**config.mk**
```make
export PLATFORM = sky130hd
export DESIGN_NAME = scc_top
export DESIGN_NICKNAME = d
export VERILOG_FILES = /design/src/core/scc_chan_check.v /design/src/core/scc_top.v
export VERILOG_INCLUDE_DIRS = /design/src /design/src/core
export SDC_FILE = /design/constraint.sdc
export NUM_CORES = 1
export LEC_CHECK = 0
export ABC_AREA = 0
export BUFFER_PORTS_ARGS = -buffer_cell sky130_fd_sc_hd__buf_2
export CORE_ASPECT_RATIO = 1.4
export CORE_UTILIZATION = 30
export CTS_BUF_LIST = sky130_fd_sc_hd__clkbuf_4
export CTS_CLUSTER_SIZE = 28
export DETAILED_ROUTE_END_ITERATION = 8
export SETUP_SLACK_MARGIN = 0.5
export SLEW_MARGIN = 20
export SYNTH_ARGS = -nofsm -noshare
export SYNTH_HDL_FRONTEND = slang
export SYNTH_SLANG_ARGS = --single-unit
export TNS_END_PERCENT = 1
```
**constraint.sdc**
```tcl
create_clock -name clk -period 5.97 [get_ports clk]
set_clock_uncertainty 0.1 [all_clocks]
set_input_delay 1.194 -clock clk [delete_from_list [all_inputs] [get_ports clk]]
set_output_delay 1.194 -clock clk [all_outputs]
set_load 0.05 [all_outputs]
```
**src/core/scc_consts.vh**
```
// Constants for the system channel and scan controller
`ifndef SCC_CONSTS_VH
`define SCC_CONSTS_VH
`define SCC_FUNC_W 3
`define SCC_FUNC_DCV 3'h0
`define SCC_FUNC_ACV 3'h1
`define SCC_FUNC_DCI 3'h2
`define SCC_FUNC_ACI 3'h3
`define SCC_FUNC_RES2 3'h4
`define SCC_FUNC_RES4 3'h5
`define SCC_FUNC_OTHER 3'h6
`define SCC_CH_W 5
`define SCC_CH_NONE 5'h00
`define SCC_CH_PAIR_LO 5'h01
`define SCC_CH_PAIR_HI 5'h0a
`define SCC_CH_PAIR_OFS 5'h0a
`define SCC_CH_MUX_MAX 5'h14
`define SCC_CH_AMP_A 5'h15
`define SCC_CH_AMP_B 5'h16
`define SCC_SLOT_W 4
`define SCC_TEN_MIN 5'h0a
`define SCC_TWENTY_MIN 5'h14
`define SCC_BCD_ONE 4'h1
`define SCC_BCD_TWO 4'h2
`define SCC_CNT_W 14
`define SCC_CNT_MAX 14'h2af8
`define SCC_CNT_ONE 14'h0001
`define SCC_TRIG_RST 14'h0001
`define SCC_ST_IDLE 3'h0
`define SCC_ST_SETTLE 3'h1
`define SCC_ST_READ 3'h2
`define SCC_ST_WAIT 3'h3
`define SCC_ST_NEXT 3'h4
`define SCC_ST_PASS 3'h5
`endif

```
**src/core/scc_chan_check.v**
```verilog
// Channel validity check against the selected function
`timescale 1ns/100ps
`default_nettype none
`include "scc_consts.vh"
module scc_chan_check (
  input wire [2:0] func,
  input wire [4:0] chan,
  output wire valid
);
  wire is_amp_func;
  wire is_amp_chan;
  wire is_mux_chan;
  assign is_amp_func = (func == `SCC_FUNC_DCI) || (func == `SCC_FUNC_ACI);
  assign is_amp_chan = (chan == `SCC_CH_AMP_A) || (chan == `SCC_CH_AMP_B);
  assign is_mux_chan = (chan != `SCC_CH_NONE) && (chan <= `SCC_CH_MUX_MAX);
  // 4-wire uses only the primary channels of a pair
  assign valid = is_amp_func ? is_amp_chan :
    ((func == `SCC_FUNC_RES4) ? ((chan >= `SCC_CH_PAIR_LO) && (chan <= `SCC_CH_PAIR_HI)) :
    is_mux_chan);
endmodule // scc_chan_check
`default_nettype wire

```
**src/core/scc_top.v**
```verilog
// System channel close/open control and simple scan sequencer
// Functional notes
// - Closing a channel first opens any previously closed channel or pair.
// - Closed channel shown as slot digit plus two-digit channel number.
// - In 4-wire mode only the primary channel number is indicated.
// - Current functions may close only channels 21 and 22.
// - Channels 21 and 22 are refused under any non-current function.
// - Each close request carries exactly one channel.
// - Closed-channel query returns only the primary channel code.
// - Switching to 4-wire sets the indicator and adds the pair of a closed channel 1 to 10.
// - Scan steps only through list channels valid for the function.
// - Reading count sets stored readings; in step mode also channels visited, but no more than one list per trigger.
// - Scan mode passes equal reading count over list length, rounded up.
// - Step mode waits the interval between successive channels.
// - Scan mode interval starts with the pass; next pass waits for it.
// - Trigger count accepted from 1 to 11000, or infinite.
// - Sample count accepted from 1 to 11000.
// - Sweep list selector internal enables scanning, none disables it.
// - Default restore opens all, selects DC volts, trigger count one.
// - Scanning begins only on initiate with the list enabled.
// - Halt or selector none stops the scanner.
// - 4-wire pairs channels 1 to 10 with 11 to 20 for sense.
`timescale 1ns/100ps
`default_nettype none
`include "scc_consts.vh"
module scc_top #(
  parameter SLOT = 4'h1,
  parameter SETTLE_CYC = 4,
  parameter TICK_DIV = 40000
) (
  input wire clk,
  input wire rst,
  input wire close_req,
  input wire [4:0] close_chan,
  input wire [1:0] close_chan_count,
  input wire open_all,
  input wire default_restore,
  input wire func_set,
  input wire [2:0] func_sel,
  input wire query_req,
  input wire trig_count_set,
  input wire [13:0] trig_count_val,
  input wire trig_count_inf,
  input wire samp_count_set,
  input wire [13:0] samp_count_val,
  input wire reading_count_set,
  input wire [13:0] reading_count_setting,
  input wire step_mode,
  input wire [4:0] list_min,
  input wire [4:0] list_max,
  input wire [15:0] interval_ticks,
  input wire sweep_list_selector,
  input wire initiate,
  input wire halt,
  output reg [4:0] input_chan_q,
  output reg [4:0] sense_chan_q,
  output reg four_wire_indicator,
  output reg [11:0] disp_code_q,
  output reg query_valid_q,
  output reg [11:0] query_code_q,
  output reg err_q,
  output reg [2:0] func_q,
  output reg [13:0] trig_count_q,
  output reg trig_inf_q,
  output reg [13:0] samp_count_q,
  output reg [13:0] rdg_count_q,
  output reg scanning_q,
  output reg reading_strobe_q,
  output reg [13:0] stored_q
);
  // ****************************************
  // Timing limits
  // ****************************************
  localparam [7:0] SETTLE_LIM = SETTLE_CYC;
  localparam [15:0] TICK_LAST = TICK_DIV - 1;
  // ****************************************
  // Channel selection
  // ****************************************
  wire req_valid;
  wire scan_valid;
  reg [4:0] scan_chan_q;
  reg [2:0] st_q;
  wire in_range_trig;
  wire in_range_samp;
  wire [3:0] tens;
  wire [3:0] ones;
  wire [7:0] bcd_w;
  wire list_ok;
  wire range_rdg;
  wire rdg_live;
  scc_chan_check u_req_chk (
    .func(func_q),
    .chan(close_chan),
    .valid(req_valid)
  );
  scc_chan_check u_scan_chk (
    .func(func_q),
    .chan(scan_chan_q),
    .valid(scan_valid)
  );
  // Pair partner for a 4-wire primary
  function [4:0] pair_of;
    input [2:0] f;
    input [4:0] c;
    begin
      if ((f == `SCC_FUNC_RES4) && (c >= `SCC_CH_PAIR_LO) && (c <= `SCC_CH_PAIR_HI)) begin
        pair_of = c + `SCC_CH_PAIR_OFS;
      end else begin
        pair_of = `SCC_CH_NONE;
      end
    end
  endfunction
  assign in_range_trig = (trig_count_val >= `SCC_CNT_ONE) && (trig_count_val <= `SCC_CNT_MAX);
  assign in_range_samp = (samp_count_val >= `SCC_CNT_ONE) && (samp_count_val <= `SCC_CNT_MAX);
  // ****************************************
  // Display and query code
  // ****************************************
  // Two BCD digits of a module channel number
  function [7:0] chan_bcd;
    input [4:0] c;
    reg [4:0] rem;
    begin
      if (c >= `SCC_TWENTY_MIN) begin
        rem = c - `SCC_TWENTY_MIN;
        chan_bcd = {`SCC_BCD_TWO, rem[3:0]};
      end else if (c >= `SCC_TEN_MIN) begin
        rem = c - `SCC_TEN_MIN;
        chan_bcd = {`SCC_BCD_ONE, rem[3:0]};
      end else begin
        rem = c;
        chan_bcd = {4'h0, rem[3:0]};
      end
    end
  endfunction
  // Code always from the primary channel only
  assign bcd_w = chan_bcd(input_chan_q);
  assign tens = bcd_w[7:4];
  assign ones = bcd_w[3:0];
  // ****************************************
  // Scan sequencer
  // ****************************************
  reg [15:0] tick_q;
  reg [15:0] ivl_q;
  reg [13:0] rdg_left_q;
  reg [13:0] trig_left_q;
  reg [7:0] settle_q;
  wire tick;
  wire ivl_done;
  wire scan_en;
  assign tick = (tick_q == TICK_LAST);
  assign ivl_done = (ivl_q == 16'h0000);
  assign scan_en = sweep_list_selector & ~halt;
  // Range and count qualifiers
  assign list_ok = (list_min <= list_max);
  assign range_rdg = (reading_count_setting >= `SCC_CNT_ONE) && (reading_count_setting <= `SCC_CNT_MAX);
  assign rdg_live = (rdg_left_q != 14'h0000);
  // ****************************************
  // Channel state and sequencer registers
  // ****************************************
  always @(posedge clk) begin
    if (rst || default_restore) begin
      input_chan_q <= `SCC_CH_NONE;
      sense_chan_q <= `SCC_CH_NONE;
      four_wire_indicator <= 1'b0;
      func_q <= `SCC_FUNC_DCV;
      trig_count_q <= `SCC_TRIG_RST;
      trig_inf_q <= 1'b0;
      samp_count_q <= `SCC_CNT_ONE;
      rdg_count_q <= `SCC_CNT_ONE;
      err_q <= 1'b0;
      query_valid_q <= 1'b0;
      query_code_q <= 12'h000;
      disp_code_q <= 12'h000;
      scanning_q <= 1'b0;
      reading_strobe_q <= 1'b0;
      stored_q <= 14'h0000;
      st_q <= `SCC_ST_IDLE;
      scan_chan_q <= `SCC_CH_NONE;
      tick_q <= 16'h0000;
      ivl_q <= 16'h0000;
      rdg_left_q <= 14'h0000;
      trig_left_q <= 14'h0000;
      settle_q <= 8'h00;
    end else begin
      err_q <= 1'b0;
      query_valid_q <= 1'b0;
      reading_strobe_q <= 1'b0;
      tick_q <= tick ? 16'h0000 : tick_q + 16'h0001;
      if (tick && !ivl_done) begin
        ivl_q <= ivl_q - 16'h0001;
      end
      disp_code_q <= (input_chan_q == `SCC_CH_NONE) ? 12'h000 :
        {SLOT[3:0], tens, ones};
      if (query_req) begin
        query_valid_q <= 1'b1;
        query_code_q <= (input_chan_q == `SCC_CH_NONE) ? 12'h000 :
          {SLOT[3:0], tens, ones};
      end
      if (func_set) begin
        func_q <= func_sel;
        if (func_sel == `SCC_FUNC_RES4 && input_chan_q != `SCC_CH_NONE) begin
          sense_chan_q <= pair_of(func_sel, input_chan_q);
          four_wire_indicator <= 1'b1;
        end else begin
          sense_chan_q <= `SCC_CH_NONE;
          four_wire_indicator <= (func_sel == `SCC_FUNC_RES4);
        end
        if (input_chan_q == `SCC_CH_AMP_A || input_chan_q == `SCC_CH_AMP_B) begin
          if (func_sel != `SCC_FUNC_DCI && func_sel != `SCC_FUNC_ACI) begin
            input_chan_q <= `SCC_CH_NONE;
          end
        end
      end
      if (trig_count_set) begin
        // Infinite keeps the last finite count
        if (trig_count_inf) begin
          trig_inf_q <= 1'b1;
        end else if (in_range_trig) begin
          trig_inf_q <= 1'b0;
          trig_count_q <= trig_count_val;
        end else begin
          err_q <= 1'b1;
        end
      end
      if (samp_count_set) begin
        if (in_range_samp) begin
          samp_count_q <= samp_count_val;
        end else begin
          err_q <= 1'b1;
        end
      end
      if (reading_count_set) begin
        if (range_rdg) begin
          rdg_count_q <= reading_count_setting;
        end else begin
          err_q <= 1'b1;
        end
      end
      // Open all wins over a close in the same cycle
      if (open_all) begin
        input_chan_q <= `SCC_CH_NONE;
        sense_chan_q <= `SCC_CH_NONE;
      end else if (close_req && st_q == `SCC_ST_IDLE) begin
        if (close_chan_count == 2'h1 && req_valid) begin
          input_chan_q <= close_chan;
          sense_chan_q <= pair_of(func_q, close_chan);
        end else begin
          err_q <= 1'b1;
        end
      end
      case (st_q)
        `SCC_ST_IDLE: begin
          scanning_q <= 1'b0;
          // Start needs the list enabled and a sane range
          if (initiate && sweep_list_selector && !halt && list_ok) begin
            scanning_q <= 1'b1;
            stored_q <= 14'h0000;
            rdg_left_q <= rdg_count_q;
            trig_left_q <= trig_count_q;
            scan_chan_q <= list_min;
            ivl_q <= interval_ticks;
            settle_q <= 8'h00;
            st_q <= `SCC_ST_SETTLE;
          end
        end
        `SCC_ST_SETTLE: begin
          // Skip channels the function cannot use
          if (!scan_valid) begin
            st_q <= `SCC_ST_NEXT;
          end else begin
            input_chan_q <= scan_chan_q;
            sense_chan_q <= pair_of(func_q, scan_chan_q);
            settle_q <= settle_q + 8'h01;
            if (settle_q == SETTLE_LIM) begin
              st_q <= `SCC_ST_READ;
            end
          end
        end
        `SCC_ST_READ: begin
          reading_strobe_q <= 1'b1;
          // Readings past the count finish the pass but are not stored
          if (rdg_live) begin
            stored_q <= stored_q + 14'h0001;
            rdg_left_q <= rdg_left_q - 14'h0001;
          end
          if (step_mode) begin
            ivl_q <= interval_ticks;
            st_q <= `SCC_ST_WAIT;
          end else begin
            st_q <= `SCC_ST_NEXT;
          end
        end
        `SCC_ST_WAIT: begin
          // Step delay between channels
          if (ivl_done) begin
            st_q <= `SCC_ST_NEXT;
          end
        end
        `SCC_ST_NEXT: begin
          settle_q <= 8'h00;
          // Step mode stops at the reading count
          if (!rdg_live && step_mode) begin
            st_q <= `SCC_ST_PASS;
          end else if (scan_chan_q >= list_max) begin
            scan_chan_q <= list_min;
            st_q <= `SCC_ST_PASS;
          end else begin
            scan_chan_q <= scan_chan_q + 5'h01;
            st_q <= `SCC_ST_SETTLE;
          end
        end
        `SCC_ST_PASS: begin
          // Scan mode always completes a pass, so count rounds up
          if (rdg_live && !step_mode) begin
            if (ivl_done) begin
              ivl_q <= interval_ticks;
              st_q <= `SCC_ST_SETTLE;
            end
          end else if (trig_inf_q || trig_left_q > `SCC_CNT_ONE) begin
            if (ivl_done) begin
              trig_left_q <= trig_left_q - 14'h0001;
              rdg_left_q <= rdg_count_q;
              scan_chan_q <= list_min;
              ivl_q <= interval_ticks;
              st_q <= `SCC_ST_SETTLE;
            end
          end else begin
            st_q <= `SCC_ST_IDLE;
          end
        end
        default: begin
          st_q <= `SCC_ST_IDLE;
        end
      endcase
      if (st_q != `SCC_ST_IDLE && !scan_en) begin
        st_q <= `SCC_ST_IDLE;
        scanning_q <= 1'b0;
      end
    end
  end
endmodule // scc_top
`default_nettype wire

```
[Word-level counts from Yosys, hierarchy flattened]
Index checks and enable logic that the tools add are counted.
Storage, ports and cells
  input port bits: 93
  output and inout port bits: 99
  register bits: 175
  word-level logic and storage cells: 229
Operators by class
  equality and inequality tests: 29
  order comparisons: 19
  add/subtract/negate cells: 12
  bitwise logic cells: 3
  reductions and logical operators: 61
  muxes and demuxes: 83
Operators by type and width (number)
  two-way mux 14 bit: 11
  two-way mux 5 bit: 25
  two-way mux 16 bit: 6
  case mux 14 bit (2 select lines): 2
  case mux 16 bit (3 select lines): 1
  >= comparator 14 x 1 -> 1 bit (second input constant): 3
  less-or-equal comparator 14 bit (second input constant): 3
  case mux 14 bit (3 select lines): 1
  == test 5 bit (second input constant): 6
  two-way mux 3 bit: 10
  subtractor 14 x 1 -> 14 bit (second input constant): 2
  logical AND 1 bit: 24
  case mux 8 bit (3 select lines): 1
  two-way mux 1 bit: 20
  case mux 3 bit (6 select lines): 1
  adder 16 x 1 -> 16 bit (second input constant): 1
  == test 16 bit (second input constant): 1
  zero test 16 bit: 1
  two-way mux 8 bit: 2
  subtractor 16 x 1 -> 16 bit (second input constant): 1
  adder 5 x 4 -> 5 bit (second input constant): 3
  >= comparator 5 x 1 -> 1 bit (second input constant): 3
  less-or-equal comparator 5 x 4 -> 1 bit (second input constant): 3
  case mux 5 bit (3 select lines): 1
  37 further kinds: 75

[Longest topological paths before layout]
  depth in word-level cells: 12
  gate-level depth with buffers: 11

[Cells and area by module]
Synthesis repeated with hierarchy kept, for this count alone.
Unflattened totals
  cell total of the unflattened synthesis: 1140
  area, all modules: 9313.9 µm²
Modules (own cells, without submodules)
  scc_top: times used 1, cells an instance 1110, area each 9116.2 µm², seq. area each 3303.2 µm²
  scc_chan_check: times used 2, cells an instance 15, area each 98.8 µm², seq. area each 0.0 µm²

[Least setup slack after synthesis]
Ideal clock, no wire load.
  path type: input to register
  start: input port close_chan[1]
  end: register input_chan_q[0]
  path slack: 2609 ps
  stages: 9
  buffers on the path: 1
  setup time: 124 ps
  required time: 5746 ps
  arrival: 3137 ps
  path through: inv_1 -> ha_1 -> o21bai_1 -> a211oi_1 -> nor3_1 -> nor3_1 -> clkbuf_1 -> mux2i_1 -> o2bb2ai_1
On the way
  word-level cells in the longest chain between the ends: 10
  elaborated cells between the ends (all ways): 17
  classes of those cells: order compare: 3; eq/ne: 2; mux: 7; reduce/logical: 5
RTL lines
  start: declaration: line scc_top.v:34  | input wire [4:0] close_chan,
  less-or-equal comparator 5 bit (no source line), or another cell as far along
  logical AND 1 bit (on tied branches): line scc_chan_check.v:15, scc_chan_check.v:18
  two-way mux 1 bit: line scc_chan_check.v:18  | ((func == `SCC_FUNC_RES4) ? ((chan >= `SCC_CH_PAIR_LO) && (chan <= `SCC_CH_PAIR_HI)) :
  two-way mux 1 bit (*): line scc_chan_check.v:17  | assign valid = is_amp_func ? is_amp_chan :
  logical AND 1 bit (*): line scc_top.v:244  | if (close_chan_count == 2'h1 && req_valid) begin
  two-way mux 5 bit (*): line scc_top.v:244
  two-way mux 5 bit (*): line scc_top.v:243  | end else if (close_req && st_q == `SCC_ST_IDLE) begin
  two-way mux 5 bit (*): line scc_top.v:240  | if (open_all) begin
  two-way mux 5 bit: line scc_top.v:268  | if (!scan_valid) begin
  two-way mux 5 bit (*): line scc_top.v:251  | case (st_q)
  end signal: assignment: line scc_top.v:241  | input_chan_q <= `SCC_CH_NONE;
  end signal: assignment: line scc_top.v:245  | input_chan_q <= close_chan;
  end signal: assignment: line scc_top.v:271  | input_chan_q <= scan_chan_q;
  end: declaration: line scc_top.v:55  | output reg [4:0] input_chan_q,
Mark *: on every way between the ends. The rest lies on a longest branch, timed or not.
A chain may end at the register's enable or synchronous reset.

[Final worst setup path]
  start: register rdg_left_q[0]
  end: register trig_left_q[3]
On the way
  word-level cells in the longest chain between the ends: 4
RTL lines
  start: declaration: line scc_top.v:144  | reg [13:0] rdg_left_q;
  start signal: assignment: line scc_top.v:258  | rdg_left_q <= rdg_count_q;
  start signal: assignment: line scc_top.v:284  | rdg_left_q <= rdg_left_q - 14'h0001;
  start signal: assignment: line scc_top.v:322  | rdg_left_q <= rdg_count_q;
  nonzero test 14 bit: line scc_top.v:156  | assign rdg_live = (rdg_left_q != 14'h0000);
  logical AND 1 bit: line scc_top.v:314  | if (rdg_live && !step_mode) begin
  inequality test 2 bit (no source line)
  AND reduction 5 bit (no source line)
  end signal: assignment: line scc_top.v:259  | trig_left_q <= trig_count_q;
  end signal: assignment: line scc_top.v:321  | trig_left_q <= trig_left_q - 14'h0001;
  end: declaration: line scc_top.v:145  | reg [13:0] trig_left_q;
No other way between the ends.

==> metrics.md <==
| Metric | Value |
|---|---|
| Outcome | `completed` |
| Hold EP | `query_code_q[4]$_SDFFE_PP0P_` |
| Clk pin slew, worst setup/hold paths | `around 0.16 ns` |
| Initial antenna violation count | `1` |
| Final Util | `roughly a third` |
| Post-synth EDFFs | `0` |
| Later-pin clock latency in the skew report | `between 0.5 and 0.6 ns` |
| Worst hold path depth | `2` |
| Largest net degree at the start of global routing | `78` |
| Final setup violation count | `0` |
| Die Span Y | `208 microns` |
| Initial drt markers | `528` |
| Tcrit/Tclk final | `between 50% and 60%` |
| Core area | `0.0298 sq mm` |
| Initial Utilization | `30.4%` |
| # H-tree levels | `4` |
| Setup bufs post-CTS | `0` |
| Via count | `roughly 8600` |
| Crit path DAT | `between 3 and 4 ns` |
| Mapped cell area | `0.00907 sq mm` |
| Actual slew at the worst max-slew pin | `roughly 0.99 ns` |
| Post-DRT Antenna Nets | `0` |
| I/O pin total | `192` |
| Area growth from synthesis to layout | `16.2%` |
| Top cells by count, synth | `dfxtp_1, nor2_1, nand2_1` |
| Vias in the first global route | `between 8000 and 9000` |
| Pwr dens | `between 150 and 200 mW/mm^2` |
| Die Area | `just over 0.03 sq mm` |
| Critical path capture point type | `flop` |
| RSZ-0062 raised after global routing | `no` |
| Critical Setup Path Class | `reg2reg` |
| Layer with the highest usage | `met2` |
| Sw power | `a little under 0.7 mW` |
| GR Util met2 | `between 20% and 30%` |
| Met3 Use GR | `3.21%` |
| Mean area per synthesized cell | `8.10 sq um` |
| Fin crit period | `between 3 and 4 ns` |
| GP Congestion | `between 0.8 and 0.9` |
| CP max FO | `13` |
| Leak | `~4.5 nW` |
| FMAX | `between 300 and 400 MHz` |
| Sequential share of power | `about 54%` |
| Clock sink count | `between 150 and 200` |
| Post-synth top area cell | `dfxtp_1` |
| MaxCap Viol Count | `0` |
| FF-to-FF setup slack | `2.73 ns` |
| FFs w/ async S/R, synth | `0%` |
| Global-route wire length before repair | `41200 microns` |
| CTS tree | `yes` |
| Internal | `~1.4 mW` |
| Reg-to-reg endpoint | `trig_left_q[3]$_SDFFE_PP0P_` |
| GRT overflow | `0` |
| Clk root buf | `clkbuf_4` |
| Synth Flop Type | `dfxtp_1` |
| WL per Instance | `around 15 microns` |
| Synthesized flop and latch total | `165` |
| Via density | `5.17` |
| Dpl hpwl | `~19000 microns` |
| Top cells by area, synth | `dfxtp_1, mux2i_1, nor2_1, ha_1, a21oi_1` |
| Multi-input gate area | `approximately 0.0054 sq mm` |
| CP required | `approximately 6.4 ns` |
| Sequential area share after synthesis | `around 36%` |
| Fillcell total | `3216` |
| Synth warn | `0` |
| DRC violations left | `0` |
| Share of cells above drive strength 1 | `about a fifth` |
| Max Root-Sink Buffers | `2` |
| Hold Crit Class | `reg2reg` |
| Peak supply drop | `roughly 0.00011 V` |
| Max-slew violation count | `0` |
| Cts hold-fix bufs | `0` |
| R2R Path Start | `rdg_left_q[0]$_SDFFE_PP0P_` |
| Max transition margin | `between 30% and 40%` |
| Hold Startpoint | `query_code_q[4]$_SDFFE_PP0P_` |
| Setup tns final | `0 ns` |
| Row count | `between 70 and 80` |
| R2R depth | `8` |
| All-layer global routing usage | `16.6%` |
| Startpoint Class | `flop` |
| Die width | `around 150 microns` |
| Most common cell in the netlist | `dfxtp_1` |
| Final net count | `between 1000 and 1500` |
| Post-CTS Resized | `0` |
| Logic gate share of total power | `13.9%` |
| Final WL | `~25000 microns` |
| First-pass DRT Iterations | `5` |
| Overall power | `2.09 mW` |
| Synth unique cells | `between 70 and 80` |
| Yosys top cell area share | `between 30% and 40%` |
| Port Buffers | `181` |
| Final hold vios | `0` |
| Switching fraction of total power | `between 30% and 40%` |
| Clk pwr share | `roughly a third` |
| CTS buffer count | `17` |
| Grt met1 use | `20.2%` |
| Seq. cell area | `0.00330 sq mm` |
| Post-Syn Instances | `1119` |
-- worst max-delay path, stage by stage, from the launching register on --
cell and delay (ns):
dfxtp_1 0.38, inv_1 0.07, ha_1 0.20, or4b_1 0.61
o41a_1 0.55, nand2_1 0.13, and3_1 0.19, nand3_1 0.40
a311o_1 0.49
-- logic make-up after synthesis --
kind of cell | Yosys count | synth area share, %
flops | 165 | 36.4
xor+xnor | 44 | 4.25
simple gates | 460 | 25.2
fa+ha+maj | 36 | 4.97
mux | 57 | 6.33
compound gates | 246 | 17.7
other cells | 1 | 0.0414
buf+inv | 110 | 5.13
-- flip-flops by register name, summed over array words and instances (netlist names), 5 cells and up --
| register | count |
|---|---|
| ivl_q | 16 |
| tick_q | 16 |
| rdg_count_q | 14 |
| rdg_left_q | 14 |
| samp_count_q | 14 |
| stored_q | 14 |
| trig_count_q | 14 |
| trig_left_q | 14 |
| settle_q | 8 |
| disp_code_q | 7 |
| query_code_q | 7 |
| input_chan_q | 5 |
| scan_chan_q | 5 |
| sense_chan_q | 5 |
-- power by group through the flow --
| stage | clock (mW) | sequential (mW) | combinational, mW |
|---|---|---|---|
| floorplan | 0 | 1.18 | 0.171 |
| global placement | 0 | 1.15 | 0.288 |
| detailed placement | 0 | 1.15 | 0.290 |
| CTS | 0.701 | 1.13 | 0.292 |
| global route | 0.743 | 1.13 | 0.319 |
| finish | 0.670 | 1.13 | 0.290 |
-- metrics by stage --
step                instances  setup WS, ns  instance area [sq um]  hold slack, ns
floorplan                1128          2.61                   9100           0.326
global placement         1631          1.96                  10200           0.348
detailed placement       1631          1.98                  10200           0.352
CTS                      1663          2.49                  10500           0.373
global route             1664          2.53                  10500           0.407
finish                   1664          2.73                  10500           0.371
-- how the worst max path moves through the flow --
| stage | start | cells past startpoint | end |
|---|---|---|---|
| 2_1_floorplan | close_chan[1] | 9 | input_chan_q[0]$_SDFF_PP0_ |
| 3_3_place_gp | close_chan[1] | 7 | err_q$_SDFF_PP0_ |
| 3_5_place_dp | close_chan[1] | 7 | err_q$_SDFF_PP0_ |
| 4_1_cts | st_q[2]$_SDFFE_PP0P_ | 7 | stored_q[11]$_SDFFE_PP0P_ |
| 5_1_grt | close_chan[1] | 7 | err_q$_SDFF_PP0_ |
| 6_report | rdg_left_q[0]$_SDFFE_PP0P_ | 8 | trig_left_q[3]$_SDFFE_PP0P_ |
-- area by class of cell --
cell class | count | share of cell area [%]
clock buffer | 17 | 1.21
inverter | 39 | 1.39
sequential | 165 | 31.4
timing repair buffer | 189 | 9.17
clock inverter | 15 | 1.47
antenna | 1 | 0.0238
tap | 385 | 4.57
multi-input combinational | 853 | 50.8
-- cells in the final DEF (no fill, tap or decap), types with 21 or more instances in the layout --
cell | synthesis | routed
a21oi_1 | 83 | 83
buf_2 | 6 | 181
dfxtp_1 | 165 | 165
ha_1 | 36 | 36
inv_1 | 39 | 39
mux2i_1 | 54 | 54
nand2_1 | 95 | 95
nand3_1 | 29 | 29
nor2_1 | 143 | 142
nor3_1 | 44 | 44
nor4_1 | 21 | 21
o21ai_0 | 39 | 39
xnor2_1 | 22 | 22
xor2_1 | 22 | 22
-- layer usage --
metal | part of all wire [%] | up-vias | wire, microns
li1 | - | 4316 | -
met1 | 44 | 4011 | 11200
met2 | 48 | 229 | 12300
met3 | 4.7 | 40 | 1200
met4 | 2.9 | 0 | 734
met5 | 0 | - | 0
Power figures use the tool's default switching activity.
